`src/common/frtc_pkg.sv`:
```
// constants and register layout for the free running timer counter
package frtc_pkg;
	localparam int ADDR_W = 12;
	// register byte addresses, one aligned word each
	localparam logic [ADDR_W-1:0] OFF_CTRL2 = 12'h000;
	localparam logic [ADDR_W-1:0] OFF_CTRL1 = 12'h004;
	localparam logic [ADDR_W-1:0] OFF_FLAGS = 12'h008;
	localparam logic [ADDR_W-1:0] OFF_CNT_HI = 12'h00C;
	localparam logic [ADDR_W-1:0] OFF_CNT_LO = 12'h010;
	localparam logic [ADDR_W-1:0] OFF_ALT_HI = 12'h014;
	localparam logic [ADDR_W-1:0] OFF_ALT_LO = 12'h018;
	// field positions
	localparam int CTRL2_SEL_LSB = 0;
	localparam int CTRL2_EDGE_BIT = 2;
	localparam int CTRL1_OVIE_BIT = 5;
	localparam int FLAGS_OVF_BIT = 5;
	// values after reset, and the top of the count
	localparam logic [15:0] CNT_RELOAD = 16'hFFFC;
	localparam logic [15:0] CNT_TOP = 16'hFFFF;
	localparam logic [2:0] CTRL2_RST = 3'h0;
	localparam logic CTRL1_RST = 1'b0;
	localparam logic [2:0] PRESC_RST = 3'h0;
	// prescale select codes and their divide masks
	localparam logic [1:0] SEL_DIV4 = 2'h0;
	localparam logic [1:0] SEL_DIV2 = 2'h1;
	localparam logic [1:0] SEL_DIV8 = 2'h2;
	localparam logic [1:0] SEL_EXT = 2'h3;
	localparam logic [2:0] MASK_DIV2 = 3'h1;
	localparam logic [2:0] MASK_DIV4 = 3'h3;
	localparam logic [2:0] MASK_DIV8 = 3'h7;
endpackage

```
`src/hw/frtc_timer.sv`:
```
// free running 16-bit timer counter with apb register access
`timescale 1ns/1ps
module frtc_timer #(
	parameter bit EXT_BONDED = 1'b1
) (
	// clock and reset
	input wire logic pclk,
	input wire logic presetn,
	// apb slave
	input wire logic psel,
	input wire logic penable,
	input wire logic pwrite,
	input wire logic [frtc_pkg::ADDR_W-1:0] paddr,
	input wire logic [31:0] pwdata,
	output logic [31:0] prdata,
	output logic pready,
	output logic pslverr,
	// external count pin, asynchronous
	input wire logic ext_count_input,
	// core power and interrupt state, same clock
	input wire logic halt_mode,
	input wire logic global_irq_mask,
	// overflow interrupt request
	output logic timer_irq
);

	////////////////////////////////////////////////////////////////////////
	// state
	logic [15:0] counter_value_ff;
	logic [2:0] presc_ff;
	logic [2:0] timer_control_two_ff;
	logic overflow_irq_enable_ff;
	logic overflow_flag_ff;
	logic clear_armed_ff;
	logic low_buffered_ff;
	logic [7:0] low_buf_ff;
	logic [7:0] snap_low_ff;
	logic [31:0] prdata_ff;
	logic irq_ff;
	logic ext_sync1_ff;
	logic ext_sync2_ff;
	logic ext_last_ff;

	////////////////////////////////////////////////////////////////////////
	// address decode
	function automatic logic addr_hit(input logic [frtc_pkg::ADDR_W-1:0] a,
		input logic [frtc_pkg::ADDR_W-1:0] off);
		return a == off;
	endfunction

	wire logic h_ctrl2 = addr_hit(paddr, frtc_pkg::OFF_CTRL2);
	wire logic h_ctrl1 = addr_hit(paddr, frtc_pkg::OFF_CTRL1);
	wire logic h_flags = addr_hit(paddr, frtc_pkg::OFF_FLAGS);
	wire logic h_cnt_hi = addr_hit(paddr, frtc_pkg::OFF_CNT_HI);
	wire logic h_cnt_lo = addr_hit(paddr, frtc_pkg::OFF_CNT_LO);
	wire logic h_alt_hi = addr_hit(paddr, frtc_pkg::OFF_ALT_HI);
	wire logic h_alt_lo = addr_hit(paddr, frtc_pkg::OFF_ALT_LO);
	wire logic mapped = h_ctrl2 | h_ctrl1 | h_flags | h_cnt_hi | h_cnt_lo | h_alt_hi | h_alt_lo;

	// side effects act only at the completing access edge
	wire logic setup_rd = psel & ~penable & ~pwrite;
	wire logic acc = psel & penable;
	wire logic acc_rd = acc & ~pwrite & mapped;
	wire logic acc_wr = acc & pwrite & mapped;
	wire logic rd_high = acc_rd & (h_cnt_hi | h_alt_hi);
	wire logic rd_low = acc_rd & (h_cnt_lo | h_alt_lo);
	wire logic wr_low = acc_wr & (h_cnt_lo | h_alt_lo);
	wire logic prim_low_acc = acc & h_cnt_lo; // read or write, primary only
	wire logic flags_rd = acc_rd & h_flags;

	////////////////////////////////////////////////////////////////////////
	// read data mux, sampled at the setup edge
	wire logic [7:0] low_view = low_buffered_ff ? low_buf_ff : counter_value_ff[7:0];
	wire logic [7:0] flags_view = 8'(overflow_flag_ff) << frtc_pkg::FLAGS_OVF_BIT;
	wire logic [7:0] ctrl1_view = 8'(overflow_irq_enable_ff) << frtc_pkg::CTRL1_OVIE_BIT;
	wire logic [7:0] rd_byte =
		h_ctrl2 ? 8'(timer_control_two_ff) :
		h_ctrl1 ? ctrl1_view :
		h_flags ? flags_view :
		(h_cnt_hi | h_alt_hi) ? counter_value_ff[15:8] :
		(h_cnt_lo | h_alt_lo) ? low_view :
		8'h00;

	// no wait state; read data comes from a flop loaded at the setup edge
	assign prdata = prdata_ff;
	assign pready = 1'b1;
	assign pslverr = acc & ~mapped;
	assign timer_irq = irq_ff;

	always_ff @(posedge pclk or negedge presetn) begin
		if (!presetn) begin
			prdata_ff <= 32'h0000_0000;
			snap_low_ff <= 8'h00;
		end else begin
			prdata_ff <= setup_rd ? 32'(rd_byte) : prdata_ff;
			snap_low_ff <= setup_rd ? counter_value_ff[7:0] : snap_low_ff;
		end
	end

	////////////////////////////////////////////////////////////////////////
	// control registers
	wire logic [1:0] prescale_select = timer_control_two_ff[frtc_pkg::CTRL2_SEL_LSB +: 2];
	wire logic ext_edge_select = timer_control_two_ff[frtc_pkg::CTRL2_EDGE_BIT];
	wire logic [2:0] nxt_ctrl2 = (acc_wr & h_ctrl2) ? pwdata[2:0] : timer_control_two_ff;
	wire logic nxt_ovie = (acc_wr & h_ctrl1) ? pwdata[frtc_pkg::CTRL1_OVIE_BIT] :
		overflow_irq_enable_ff;

	always_ff @(posedge pclk or negedge presetn) begin
		if (!presetn) begin
			timer_control_two_ff <= frtc_pkg::CTRL2_RST;
			overflow_irq_enable_ff <= frtc_pkg::CTRL1_RST;
		end else begin
			timer_control_two_ff <= nxt_ctrl2;
			overflow_irq_enable_ff <= nxt_ovie;
		end
	end

	////////////////////////////////////////////////////////////////////////
	// external input: unbonded pin forced high, then two-flop synchroniser
	wire logic ext_pin = EXT_BONDED ? ext_count_input : 1'b1;

	// third flop only for edge detection, never reads the first stage
	always_ff @(posedge pclk or negedge presetn) begin
		if (!presetn) begin
			ext_sync1_ff <= 1'b1;
			ext_sync2_ff <= 1'b1;
			ext_last_ff <= 1'b1;
		end else begin
			ext_sync1_ff <= ext_pin;
			ext_sync2_ff <= ext_sync1_ff;
			ext_last_ff <= ext_sync2_ff;
		end
	end

	// edges closer than one clock apart can be merged
	wire logic ext_rise = ext_sync2_ff & ~ext_last_ff;
	wire logic ext_fall = ~ext_sync2_ff & ext_last_ff;
	wire logic ext_edge = ext_edge_select ? ext_rise : ext_fall;

	////////////////////////////////////////////////////////////////////////
	// prescaler and tick
	wire logic [2:0] presc_mask =
		(prescale_select == frtc_pkg::SEL_DIV2) ? frtc_pkg::MASK_DIV2 :
		(prescale_select == frtc_pkg::SEL_DIV8) ? frtc_pkg::MASK_DIV8 :
		frtc_pkg::MASK_DIV4;
	wire logic presc_hit = (presc_ff & presc_mask) == presc_mask;
	wire logic ext_mode = prescale_select == frtc_pkg::SEL_EXT;
	// wait mode is not an input: the count ignores it
	wire logic tick = ~halt_mode & (ext_mode ? ext_edge : presc_hit);
	wire logic [2:0] nxt_presc = halt_mode ? presc_ff : presc_ff + 3'h1;

	////////////////////////////////////////////////////////////////////////
	// counter; a low byte write outranks a tick in the same cycle
	wire logic roll = tick & (counter_value_ff == frtc_pkg::CNT_TOP);
	wire logic [15:0] nxt_count = wr_low ? frtc_pkg::CNT_RELOAD :
		tick ? counter_value_ff + 16'h0001 : counter_value_ff;

	// fixed reset state keeps sibling instances in step
	always_ff @(posedge pclk or negedge presetn) begin
		if (!presetn) begin
			counter_value_ff <= frtc_pkg::CNT_RELOAD;
			presc_ff <= frtc_pkg::PRESC_RST;
		end else begin
			counter_value_ff <= nxt_count;
			presc_ff <= nxt_presc;
		end
	end

	////////////////////////////////////////////////////////////////////////
	// overflow flag, two step clear, set wins over clear
	wire logic ovf_set = roll & ~wr_low;
	wire logic ovf_clr = clear_armed_ff & prim_low_acc;
	wire logic nxt_ovf = ovf_set | (overflow_flag_ff & ~ovf_clr);
	wire logic nxt_armed = (flags_rd & overflow_flag_ff) ? 1'b1 :
		prim_low_acc ? 1'b0 : clear_armed_ff;
	wire logic nxt_irq = overflow_flag_ff & overflow_irq_enable_ff & ~global_irq_mask;

	always_ff @(posedge pclk or negedge presetn) begin
		if (!presetn) begin
			overflow_flag_ff <= 1'b0;
			clear_armed_ff <= 1'b0;
			irq_ff <= 1'b0;
		end else begin
			overflow_flag_ff <= nxt_ovf;
			clear_armed_ff <= nxt_armed;
			irq_ff <= nxt_irq;
		end
	end

	////////////////////////////////////////////////////////////////////////
	// 16-bit read sequence buffer, shared by both views
	wire logic latch_low = rd_high & ~low_buffered_ff;
	wire logic nxt_buffered = latch_low ? 1'b1 : (rd_low | wr_low) ? 1'b0 : low_buffered_ff;
	wire logic [7:0] nxt_low_buf = latch_low ? snap_low_ff : low_buf_ff;

	always_ff @(posedge pclk or negedge presetn) begin
		if (!presetn) begin
			low_buffered_ff <= 1'b0;
			low_buf_ff <= 8'h00;
		end else begin
			low_buffered_ff <= nxt_buffered;
			low_buf_ff <= nxt_low_buf;
		end
	end
endmodule

```
`config.mk`:
```
export PLATFORM = sky130hd
export DESIGN_NAME = frtc_timer
export DESIGN_NICKNAME = d
export VERILOG_FILES = /design/src/common/frtc_pkg.sv /design/src/hw/frtc_timer.sv
export SDC_FILE = /design/constraint.sdc
export NUM_CORES = 1
export LEC_CHECK = 0
export BUFFER_PORTS_ARGS = -buffer_cell sky130_fd_sc_hd__buf_4
export CORE_MARGIN = 3
export CORE_UTILIZATION = 52
export CTS_CLUSTER_DIAMETER = 50
export DETAILED_ROUTE_END_ITERATION = 8
export GPL_ROUTABILITY_DRIVEN = 1
export PLACE_DENSITY = 0.82
export SYNTH_ARGS = -nofsm -noshare
export SYNTH_HDL_FRONTEND = slang
export SYNTH_SLANG_ARGS = --single-unit
```
`constraint.sdc`:
```
create_clock -name pclk -period 2.7 [get_ports pclk]
set_clock_uncertainty 0.05 [all_clocks]
set_input_delay 0 -clock pclk [delete_from_list [all_inputs] [get_ports pclk]]
set_output_delay 0 -clock pclk [all_outputs]
set_load 0.05 [all_outputs]
```
# Word-level counts from Yosys, hierarchy flattened
# Index checks and enable logic that the tools add are counted.
# classes
bitwise_logic,47
n_reduce_logical,4
mux,16
addsub,2
n_eq_ne,11
# op_table
operator,n
8-bit two-way mux,6
12-bit by 5-bit equality test with 1-bit output (second input constant),3
16-bit two-way mux,2
1-bit AND,26
12-bit by 4-bit equality test with 1-bit output (second input constant),2
16-bit by 1-bit adder with 16-bit output (second input constant),1
16-bit equality test (second input constant),1
12-bit by 3-bit equality test with 1-bit output (second input constant),1
12-bit logical NOT,1
1-bit NOT,10
1-bit bitwise OR,10
1-bit two-way mux,6
3-bit two-way mux,2
2-bit nonzero test,3
2-bit equality test (second input constant),2
3-bit by 1-bit adder with 3-bit output (second input constant),1
3-bit AND,1
3-bit equality test,1
2-bit by 1-bit equality test with 1-bit output (second input constant),1
# word_totals
output_inout_bits,35
in_bits,52
register_bits,54
word_cells,94

# Depth between registers and ports, before layout
# Gate-level depths: netlist of run 1.
# logic_depth
word_depth,12
mapped_depth,7
mapped_depth_nobuf,5

# Worst setup path after synthesis of run 1
# No wires, ideal clock.
# synth_path
kind,reg-to-reg
from,reg ext_last_ff
to,reg counter_value_ff[12]
n_path_buf,1
t_arrival_ps,1887
setup_slack_ps,688
stages_incl_launch_ff,6
setup_ps,75
required_ps,2575
period_less_slack_ps,2012
path_cell_list,dfstp_2 > or3b_2 > o2111a_1 > buf_2 > nor4_1 > mux2i_1
# synth_via
elab_chain_len,6
word_cells_on_any_way,7
classes_between,2 x mux; 4 x bitwise; 1 x reduce/logical
# synth_lines
element,line,rtl
"start, declared",frtc_timer.sv:42,logic ext_last_ff;
"start signal, assigned",frtc_timer.sv:131,ext_last_ff <= ext_sync2_ff;
1-bit NOT,frtc_timer.sv:136,wire logic ext_rise = ext_sync2_ff & ~ext_last_ff;
1-bit AND,frtc_timer.sv:136,
1-bit two-way mux (*),frtc_timer.sv:138,wire logic ext_edge = ext_edge_select ? ext_rise : ext_fall;
1-bit two-way mux (*),frtc_timer.sv:149,wire logic tick = ~halt_mode & (ext_mode ? ext_edge : presc_hit);
1-bit AND (*),frtc_timer.sv:149,
2-bit nonzero test (no line) (*),n/a,
"end signal, assigned",frtc_timer.sv:161,counter_value_ff <= frtc_pkg::CNT_RELOAD;
"end signal, assigned",frtc_timer.sv:164,counter_value_ff <= nxt_count;
"end, declared",frtc_timer.sv:29,logic [15:0] counter_value_ff;
# Every way passes the cells marked *; elsewhere a longest branch is shown, timed or not.
# A chain may end at the register's enable or synchronous reset.

# Worst setup path in the final report of run 1
# layout_path
from,reg ext_last_ff
to,reg counter_value_ff[10]
# The elaborated chain is that of the path after synthesis.

==> results.py, run 1 <==
metrics = {
    "synthesis": {
        "synth_cells": 309,
        "synthTopCellsByArea": "dfrtp_1 30%, dfstp_2 15%, buf_4 6.3%, mux2i_1 5.8%, nand2_1 5.1%",
        "synthFlopType": "dfrtp_1",
        "avgSynthCellArea_sq_um": 9.969,
        "synthArstFlopShare_pct": 100.0,
        "seq_area_frac_synth_pct": 44.56,
        "yosysTopAreaCell": "dfrtp_1",
        "synth_most_common_cell": "nand2_1",
        "yosysUniqueCellTypes": 52,
        "ys_seq_elements": 54,
        "yosys_warnings": 0,
        "synth_edf_count": 0,
        "netlist_area_sq_mm": 0.003080,
        "synthTopCellsByCount": "42 x nand2_1, 37 x dfrtp_1, 26 x buf_4, 21 x nor2_1, 18 x mux2i_1",
        "yosysTopAreaCellShare_pct": 30.06,
    },
    "floorplanning": {
        "start_util_pct": 54.93,
        "dieArea_sq_mm": 0.006883,
        "die_h_um": 82.97,
        "io_pins": 87,
        "coreArea_sq_mm": 0.005608,
        "rows": 27,
        "fp.dieW_um": 82.97,
    },
    "clock_network": {
        "cts_sinks": 54,
        "clk_pin_slew_ns": 0.10,
        "cts_tree": "yes",
        "cts_resized": 0,
        "cts_root_buf": "clkbuf_8",
        "post_cts_buffers": 0,
        "clk_path_buf_depth": 2,
        "numCtsBuffers": 5,
        "clock_latency_ns": 0.31,
        "cts-htree-levels": 2,
    },
    "timing": {
        "post-route-period-util_pct": 84.72,
        "drv_slew": 0,
        "fin_setup_tns_ns": 0,
        "rsz0062_at_grt": "no",
        "tightest_slew_ns": 1.255,
        "hold_viol": 0,
        "max_freq_mhz": 437.2,
        "fin_crit_ns": 2.288,
        "relSlewSlack_pct": 16.30,
        "setup_violations": 0,
    },
    "grt": {
        "grt.total_usage_pct": 20.25,
        "grt_first_pass_wirelength_mm": 11.65,
        "grt_max_degree": 55,
        "grt_pass1_vias": 2380,
        "grt_overflow": 0,
        "antenna_found_initial": 0,
    },
    "setup_path": {
        "path_class": "reg2reg",
        "crit_fanout": 17,
        "crit_buf_inv": 0,
        "end_kind": "register",
        "crit_chain": "or3b_2, o2111a_1, nor4_1, mux2i_1",
        "cp_top_family": "simple AND/OR/NAND/NOR gates",
        "critPathSlowestCell": "dfstp_2",
        "arrival_ns": 2.49,
        "cp_data_required_time_ns": 2.90,
        "critical_path.max_stage_delay_ns": 0.56,
        "startpoint_type": "register",
    },
    "power": {
        "p_clk_share_pct": 27.7,
        "peakVddDrop_uv": 342.8,
        "comb_power_share_pct": 21.9,
        "swShare_pct": 32.18,
        "intPower_w": 0.001347,
        "p_leak_nw": 1.505,
        "power.density_mw_per_mm2": 572.9,
        "p_switching_w": 0.0006392,
        "pwr-share-seq_pct": 50.4,
    },
    "detailed_routing": {
        "drc": 0,
        "drt_iter0_markers": 214,
        "vias": 2388,
        "ant_nets": 0,
        "postRouteWirelength_mm": 6.783,
        "first_pass_iters": 7,
        "routed_via_density": 5.782,
        "wl_per_cell_um": 16.42,
    },
    "status": {
        "outcome": "complete, no violations",
    },
    "placement": {
        "dp_hpwl_mm": 4.745,
        "place.gp.congestion": 0.8233,
        "io_buffers": 33,
        "dp.cells": 395,
    },
    "cells_and_area": {
        "drive_above_1_share_pct": 25.81,
        "n_antenna_cell": 0,
        "num-nets-final": 394,
        "area_growth_pct": 12.55,
        "layout.cells.non_filler": 413,
    },
    "worst_hold_path": {
        "hp-class": "in2reg",
    },
    "flow_run": {
        "max-cap-violations": 0,
    },
}
[worst reg2reg max path, cell delays in order (launching register included)]
cell and delay [ns]:
dfstp_2 0.56, or3b_2 0.46, o2111a_1 0.37, nor4_1 0.55
mux2i_1 0.24
[layout make-up]
| class | count | area, sq um |
|---|---|---|
| multi-input combinational | 233 | 1524 |
| sequential | 54 | 1373 |
| tap | 72 | 90.09 |
| inverter | 1 | 3.754 |
| timing repair buffer | 45 | 362.8 |
| clock inverter | 3 | 45.04 |
| clock buffer | 5 | 68.82 |
| fill | 459 | 2141 |
[per-layer routing]
| layer | track usage, % | wire (um) | vias up |
|---|---|---|---|
| met5 | 0 | 0 | - |
| met4 | 5.498 | 75 | 0 |
| li1 | - | - | 1116 |
| met2 | 33.60 | 3523 | 74 |
| met1 | 27.60 | 2840 | 1190 |
| met3 | 3.175 | 344 | 8 |
[registers in the layout (all words and copies together), names as in the netlist]
register,cells
ext_last_ff,1
counter_value_ff,16
ext_sync1_ff,1
clear_armed_ff,1
timer_irq,1
prdata,8
ext_sync2_ff,1
overflow_flag_ff,1
low_buffered_ff,1
snap_low_ff,8
presc_ff,3
timer_control_two_ff,3
low_buf_ff,8
overflow_irq_enable_ff,1
[per-stage QoR]
step	hold slack, ns	power [W]	util (%)	area, sq um	setup WS, ns
3_5_place_dp	0.02979	0.001438	58.01	3253	0.4222
6_report	0.03482	0.001986	61.83	3467	0.4125
4_1_cts	0.03357	0.001992	61.83	3467	0.3963
3_3_place_gp	0.02581	0.001409	58.01	3253	0.4874
5_1_grt	0.07440	0.002098	61.83	3467	0.2677
2_1_floorplan	-0.3456	0.001342	-	3167	0.6884
[power groups by stage]
stage	Combinational (W)	Clock, W	Sequential (W)
floorplan	0.000358	0	0.000984
global placement	0.000402	0	0.00101
detailed placement	0.000422	0	0.00102
CTS	0.000434	0.000557	0.00100
global route	0.000487	0.000593	0.00102
finish	0.000435	0.000550	0.00100
[logic make-up (layout without fill, tap and decap cells)]
| family | after synthesis | after routing | synth area share (%) |
|---|---|---|---|
| and+or+nand+nor | 133 | 133 | 24.86 |
| DFF | 54 | 54 | 44.56 |
| buffers and inverters | 45 | 54 | 8.773 |
| AOI/OAI and AO/OA | 36 | 36 | 7.840 |
| muxes | 34 | 34 | 12.06 |
| xor gates and xnor gates | 3 | 3 | 0.8531 |
| adders and majority gates | 2 | 2 | 0.8122 |
| other | 2 | 25 | 0.2438 |
[worst paths after layout]
kind                                         from                                to  slack [ns]  cells after the start
min                                      paddr[3]             prdata[5]$_DFFE_PN0P_        0.03                      3
min reg2reg                ext_sync1_ff$_DFF_PN1_            ext_sync2_ff$_DFF_PN1_        0.31                      0
max reg2reg                 ext_last_ff$_DFF_PN1_  counter_value_ff[10]$_DFFE_PN1P_        0.41                      4
max in group asynchronous                 presetn         low_buf_ff[4]$_DFFE_PN0P_        1.94                      2
min in group asynchronous                 presetn             prdata[5]$_DFFE_PN0P_        0.22                      2
max                         ext_last_ff$_DFF_PN1_  counter_value_ff[10]$_DFFE_PN1P_        0.41                      4
[placed cells by master (no fill, tap or decap), types with 4 or more instances in the layout]
cell type / instances
conb_1: 25
dfrtp_1: 37
nand2_1: 42
nand2b_1: 4
nor4_1: 12
and4_1: 4
and2_1: 14
mux2i_1: 18
o21ai_0: 10
dfstp_2: 17
mux2_2: 13
dlygate4sd3_1: 10
nor2_1: 21
o31ai_1: 4
a21oi_1: 9
clkbuf_8: 5
nand3_1: 7
nand4_1: 6
buf_4: 35
[what timing repair did]
action	in CTS	in global routing
hold buffers	10	0
setup endpoints to repair	0	0
endpoints found under the hold margin	47	0
Note: power is estimated with default switching activity, not from simulation.
==> inputs of run 2 (changes only) <==
Settings changed: CORE_UTILIZATION 52 to 47, PLACE_DENSITY 0.82 to 0.78.
Clock period 2.7 ns to 2 ns, I/O delays scaled along.
==> results.py, run 2 (same netlist as run 1, synthesis figures left out) <==
metrics = {
    "floorplanning": {
        "coreArea_sq_mm": 0.006131,
        "io_pins": 87,
        "rows": 28,
        "fp.dieW_um": 86.96,
        "dieArea_sq_mm": 0.007561,
        "start_util_pct": 50.24,
        "die_h_um": 86.96,
    },
    "setup_path": {
        "critical_path.max_stage_delay_ns": 0.54,
        "path_class": "reg2reg",
        "crit_chain": "or3b_4, o2111a_2, buf_6, nor4_4, buf_4, mux2i_1",
        "cp_data_required_time_ns": 2.19,
        "arrival_ns": 2.13,
        "startpoint_type": "register",
        "crit_buf_inv": 2,
        "crit_fanout": 6,
        "end_kind": "register",
        "cp_top_family": "simple AND/OR/NAND/NOR gates",
        "critPathSlowestCell": "dfstp_2",
    },
    "flow_run": {
        "max-cap-violations": 0,
    },
    "timing": {
        "setup_violations": 0,
        "fin_setup_tns_ns": 0,
        "max_freq_mhz": 515.3,
        "hold_viol": 0,
        "rsz0062_at_grt": "yes",
        "tightest_slew_ns": 0.6801,
        "fin_crit_ns": 1.941,
        "relSlewSlack_pct": 54.66,
        "drv_slew": 0,
        "fin_ws_ns": 0.05946,
        "post-route-period-util_pct": 97.03,
    },
    "clock_network": {
        "cts_root_buf": "clkbuf_8",
        "cts_tree": "yes",
        "numCtsBuffers": 5,
        "cts-htree-levels": 2,
        "cts_sinks": 54,
        "clock_latency_ns": 0.32,
        "post_cts_buffers": 0,
        "clk_pin_slew_ns": 0.10,
        "clk_path_buf_depth": 2,
    },
    "grt": {
        "grt_pass1_vias": 2528,
        "antenna_found_initial": 0,
        "grt_overflow": 0,
        "grt_max_degree": 55,
        "grt_first_pass_wirelength_mm": 12.35,
        "grt.total_usage_pct": 20.93,
    },
    "detailed_routing": {
        "first_pass_iters": 4,
        "drc": 0,
        "postRouteWirelength_mm": 7.418,
        "routed_via_density": 5.598,
        "vias": 2424,
        "wl_per_cell_um": 17.13,
        "ant_nets": 0,
        "drt_iter0_markers": 192,
    },
    "cells_and_area": {
        "area_growth_pct": 19.46,
        "n_antenna_cell": 0,
        "num-nets-final": 411,
        "drive_above_1_share_pct": 33.24,
        "regMostFlops": "counter_value_ff",
        "final_cell_mix": "50 x buf_4, 42 x nand2_1, 37 x dfrtp_1",
        "largest_reg_flops": 16,
        "final_common_cell": "buf_4",
    },
    "placement": {
        "io_buffers": 33,
        "place.gp.congestion": 0.8706,
        "dp_hpwl_mm": 5.148,
        "place_ws_ns": -0.09140,
    },
    "status": {
        "outcome": "complete, no violations",
    },
    "power": {
        "p_total_w": 0.002681,
        "pwr-share-seq_pct": 49.7,
        "power.density_mw_per_mm2": 728.5,
        "swShare_pct": 34.69,
        "p_leak_nw": 1.598,
        "p_switching_w": 0.0009298,
        "p_clk_share_pct": 23.0,
        "peakVddDrop_uv": 792.5,
        "comb_power_share_pct": 27.4,
        "intPower_w": 0.001751,
    },
    "worst_hold_path": {
        "hp-class": "in2reg",
    },
}
run 2: metrics by stage:
stage                     instances  hold slack, ns  instance area, sq um  util [%]
after floorplan                 332         -0.3456                  3167         -
after global placement          415         0.02734                  3397     55.41
after detailed placement        415         0.02947                  3397     55.41
after CTS                       433         0.08067                  3626     59.14
after global routing            433          0.1043                  3680     60.02
final                           433         0.08645                  3680     60.02
run 2: routing by layer:
metal  up-vias  share of wire, %  GRT usage (%)
met3        14               5.7          4.068
met2        76                51          34.30
met1      1193                42          27.08
met5         -                 0              0
met4         0               2.0          8.499
li1       1141                 -              -
run 2: worst register-to-register path, cell delays in order (launching register included):
cell,delay [ns]
dfstp_2,0.54
or3b_4,0.38
o2111a_2,0.18
buf_6,0.15
nor4_4,0.25
buf_4,0.15
mux2i_1,0.18
run 2: final cells by class:
class | count | area (sq um)
Clock buffer | 5 | 68.82
Multi-Input combinational cell | 233 | 1613
Fill cell | 528 | 2451
Sequential cell | 54 | 1373
Timing Repair Buffer | 62 | 506.7
Clock inverter | 3 | 21.27
Inverter | 1 | 3.754
Tap cell | 75 | 93.84
run 2: power groups by stage:
stage	sequential, W	clock [W]	combinational (W)
after floorplan	0.00133	0	0.000483
after detailed placement	0.00135	0	0.000666
after global routing	0.00135	0.000678	0.000798
after CTS	0.00133	0.000631	0.000694
after global placement	0.00134	0	0.000633
final	0.00133	0.000616	0.000733
run 2: path summary, 6_finish.rpt:
kind | slack [ns] | end | start | cells past startpoint
max | 0.06 | counter_value_ff[10]$_DFFE_PN1P_ | ext_last_ff$_DFF_PN1_ | 6
min | 0.09 | overflow_irq_enable_ff$_DFFE_PN0P_ | paddr[4] | 3
max reg2reg | 0.06 | counter_value_ff[10]$_DFFE_PN1P_ | ext_last_ff$_DFF_PN1_ | 6
min reg2reg | 0.31 | ext_sync2_ff$_DFF_PN1_ | ext_sync1_ff$_DFF_PN1_ | 0
max in group asynchronous | 1.24 | snap_low_ff[1]$_DFFE_PN0P_ | presetn | 2
min in group asynchronous | 0.20 | timer_irq$_DFF_PN0_ | presetn | 2
run 2: what timing repair did:
action / CTS / global route
hold endpoints to repair: 47 / 0
endpoints found under the setup margin: 15 / 9
hold buffers: 10 / 0
pin swaps: 1 / 0
resized for setup: 8 / 9
==> inputs of run 3 (changes only) <==
Settings changed: CELL_PAD_IN_SITES_DETAIL_PLACEMENT set to 0, CELL_PAD_IN_SITES_GLOBAL_PLACEMENT set to 1, CORE_UTILIZATION 47 to 36, PLACE_DENSITY 0.78 to 0.79, REMOVE_ABC_BUFFERS set to 1, TNS_END_PERCENT set to 10.
==> results.py, run 3 (same netlist as run 1, synthesis figures left out) <==
metrics = {
    "status": {
        "outcome": "complete, no violations",
    },
    "power": {
        "power.density_mw_per_mm2": 720.9,
        "peakVddDrop_uv": 334.4,
        "p_leak_nw": 1.601,
        "p_total_w": 0.002638,
    },
    "setup_path": {
        "startpoint_type": "register",
        "cp_data_required_time_ns": 2.19,
        "crit_fanout": 5,
        "arrival_ns": 2.11,
        "path_class": "reg2reg",
        "end_kind": "register",
    },
    "grt": {
        "grt_overflow": 0,
        "grtUsageMet2_pct": 25.53,
        "busiest_layer": "met2",
        "grt_pass1_vias": 2442,
        "antenna_found_initial": 0,
        "grt_max_degree": 55,
        "grtUsageMet3_pct": 2.902,
        "use_met1_pct": 20.71,
        "grt_first_pass_wirelength_mm": 12.16,
        "grt.total_usage_pct": 15.42,
    },
    "floorplanning": {
        "start_util_pct": 37.30,
        "io_pins": 87,
        "rows": 33,
        "coreArea_sq_mm": 0.008258,
        "die_h_um": 98.51,
        "fp.dieW_um": 98.51,
        "dieArea_sq_mm": 0.009703,
    },
    "timing": {
        "drv_slew": 0,
        "setup_violations": 0,
        "tightest_slew_ns": 0.7442,
        "rsz0062_at_grt": "yes",
        "relSlewSlack_pct": 50.39,
        "holdWs_ns": 0.07120,
        "max_freq_mhz": 519.6,
        "hold_viol": 0,
        "fin_ws_ns": 0.07530,
        "post-route-period-util_pct": 96.24,
        "fin_crit_ns": 1.925,
    },
    "placement": {
        "io_buffers": 33,
        "dp_hpwl_mm": 5.096,
        "place.gp.congestion": 0.7766,
        "dp.cells": 446,
        "placed_cell_area_sq_mm": 0.003430,
        "place_ws_ns": -0.1908,
    },
    "clock_network": {
        "post_cts_buffers": 0,
        "cts-htree-levels": 2,
        "clk_path_buf_depth": 2,
        "clk_pin_slew_ns": 0.10,
        "numCtsBuffers": 5,
        "cts_sinks": 54,
        "cts_tree": "yes",
        "cts_root_buf": "clkbuf_8",
        "clock_latency_ns": 0.31,
    },
    "cells_and_area": {
        "layout.cells.non_filler": 466,
        "regMostFlops": "counter_value_ff",
        "largest_reg_flops": 16,
        "fin_area_sq_mm": 0.003660,
        "drive_above_1_share_pct": 30.47,
        "final_cell_mix": "53 x buf_4, 42 x nand2_1, 37 x dfrtp_1",
        "final_common_cell": "buf_4",
        "n_fill_cell": 782,
        "area_growth_pct": 18.81,
        "n_antenna_cell": 0,
        "num-nets-final": 414,
    },
    "detailed_routing": {
        "postRouteWirelength_mm": 7.273,
        "ant_nets": 0,
        "first_pass_iters": 4,
        "drt_iter0_markers": 105,
        "wl_per_cell_um": 15.61,
        "drc": 0,
        "routed_via_density": 5.191,
        "vias": 2419,
    },
    "worst_hold_path": {
        "hp-class": "in2reg",
    },
    "flow_run": {
        "max-cap-violations": 0,
    },
}
-- run 3: changes by cell type in the layout (fill, tap and decap cells not counted), moves of 2 or more --
cell / previous run / this run
o2111a_1: 0 / 2
nor4_2: 9 / 1
nor4_1: 2 / 11
buf_4: 50 / 53
-- run 3: area by class of cell --
| cell class | count | area (sq um) | area share (%) |
|---|---|---|---|
| Clock buffer | 5 | 68.82 | 1.880 |
| Inverter | 1 | 3.754 | 0.1026 |
| Sequential cell | 54 | 1373 | 37.50 |
| Multi-Input combinational cell | 235 | 1564 | 42.74 |
| Timing Repair Buffer | 63 | 498.0 | 13.61 |
| Clock inverter | 3 | 21.27 | 0.5812 |
| Tap cell | 105 | 131.4 | 3.590 |
-- run 3: where the power goes --
part	internal (W)	switching [W]
Sequential	0.00123	0.0000796
Combinational	0.000272	0.000431
Clock	0.000247	0.000379
-- run 3: metal layers --
metal	vias up	share of wire (%)
met1	1193	46
li1	1160	-
met2	62	49
met4	0	0.44
met5	-	0
met3	4	4.4
-- run 3: what timing repair did --
action | in CTS | in global routing
endpoints found under the hold margin | 48 | 0
setup endpoints to repair | 16 | 7
hold buffers | 10 | 0
pin swaps | 1 | 0
gates resized for setup | 3 | 2
gates cloned | 2 | 0
-- run 3: final timing paths --
kind / end / depth (start not counted) / slack, ns / startpoint
max in group asynchronous: presc_ff[1]$_DFFE_PN0N_ / 2 / 1.22 / presetn
min reg2reg: ext_sync2_ff$_DFF_PN1_ / 0 / 0.32 / ext_sync1_ff$_DFF_PN1_
min: prdata[5]$_DFFE_PN0P_ / 3 / 0.07 / paddr[3]
max reg2reg: counter_value_ff[0]$_DFFE_PN0P_ / 4 / 0.08 / ext_last_ff$_DFF_PN1_
max: counter_value_ff[0]$_DFFE_PN0P_ / 4 / 0.08 / ext_last_ff$_DFF_PN1_
min in group asynchronous: low_buf_ff[2]$_DFFE_PN0P_ / 2 / 0.22 / presetn
-- run 3: per-stage QoR --
stage	TNS (ns)	utilization, %
2_1_floorplan	-0.05907	-
3_3_place_gp	-1.143	41.53
3_5_place_dp	-1.817	41.53
4_1_cts	0	44.20
5_1_grt	-0.07560	44.32
6_report	0	44.32
-- run 3: worst max-delay path, cell delays in order (launching register included) --
cell	delay [ns]
dfstp_2	0.54
or3b_4	0.41
o2111a_2	0.19
or4_1	0.50
a21oi_1	0.17
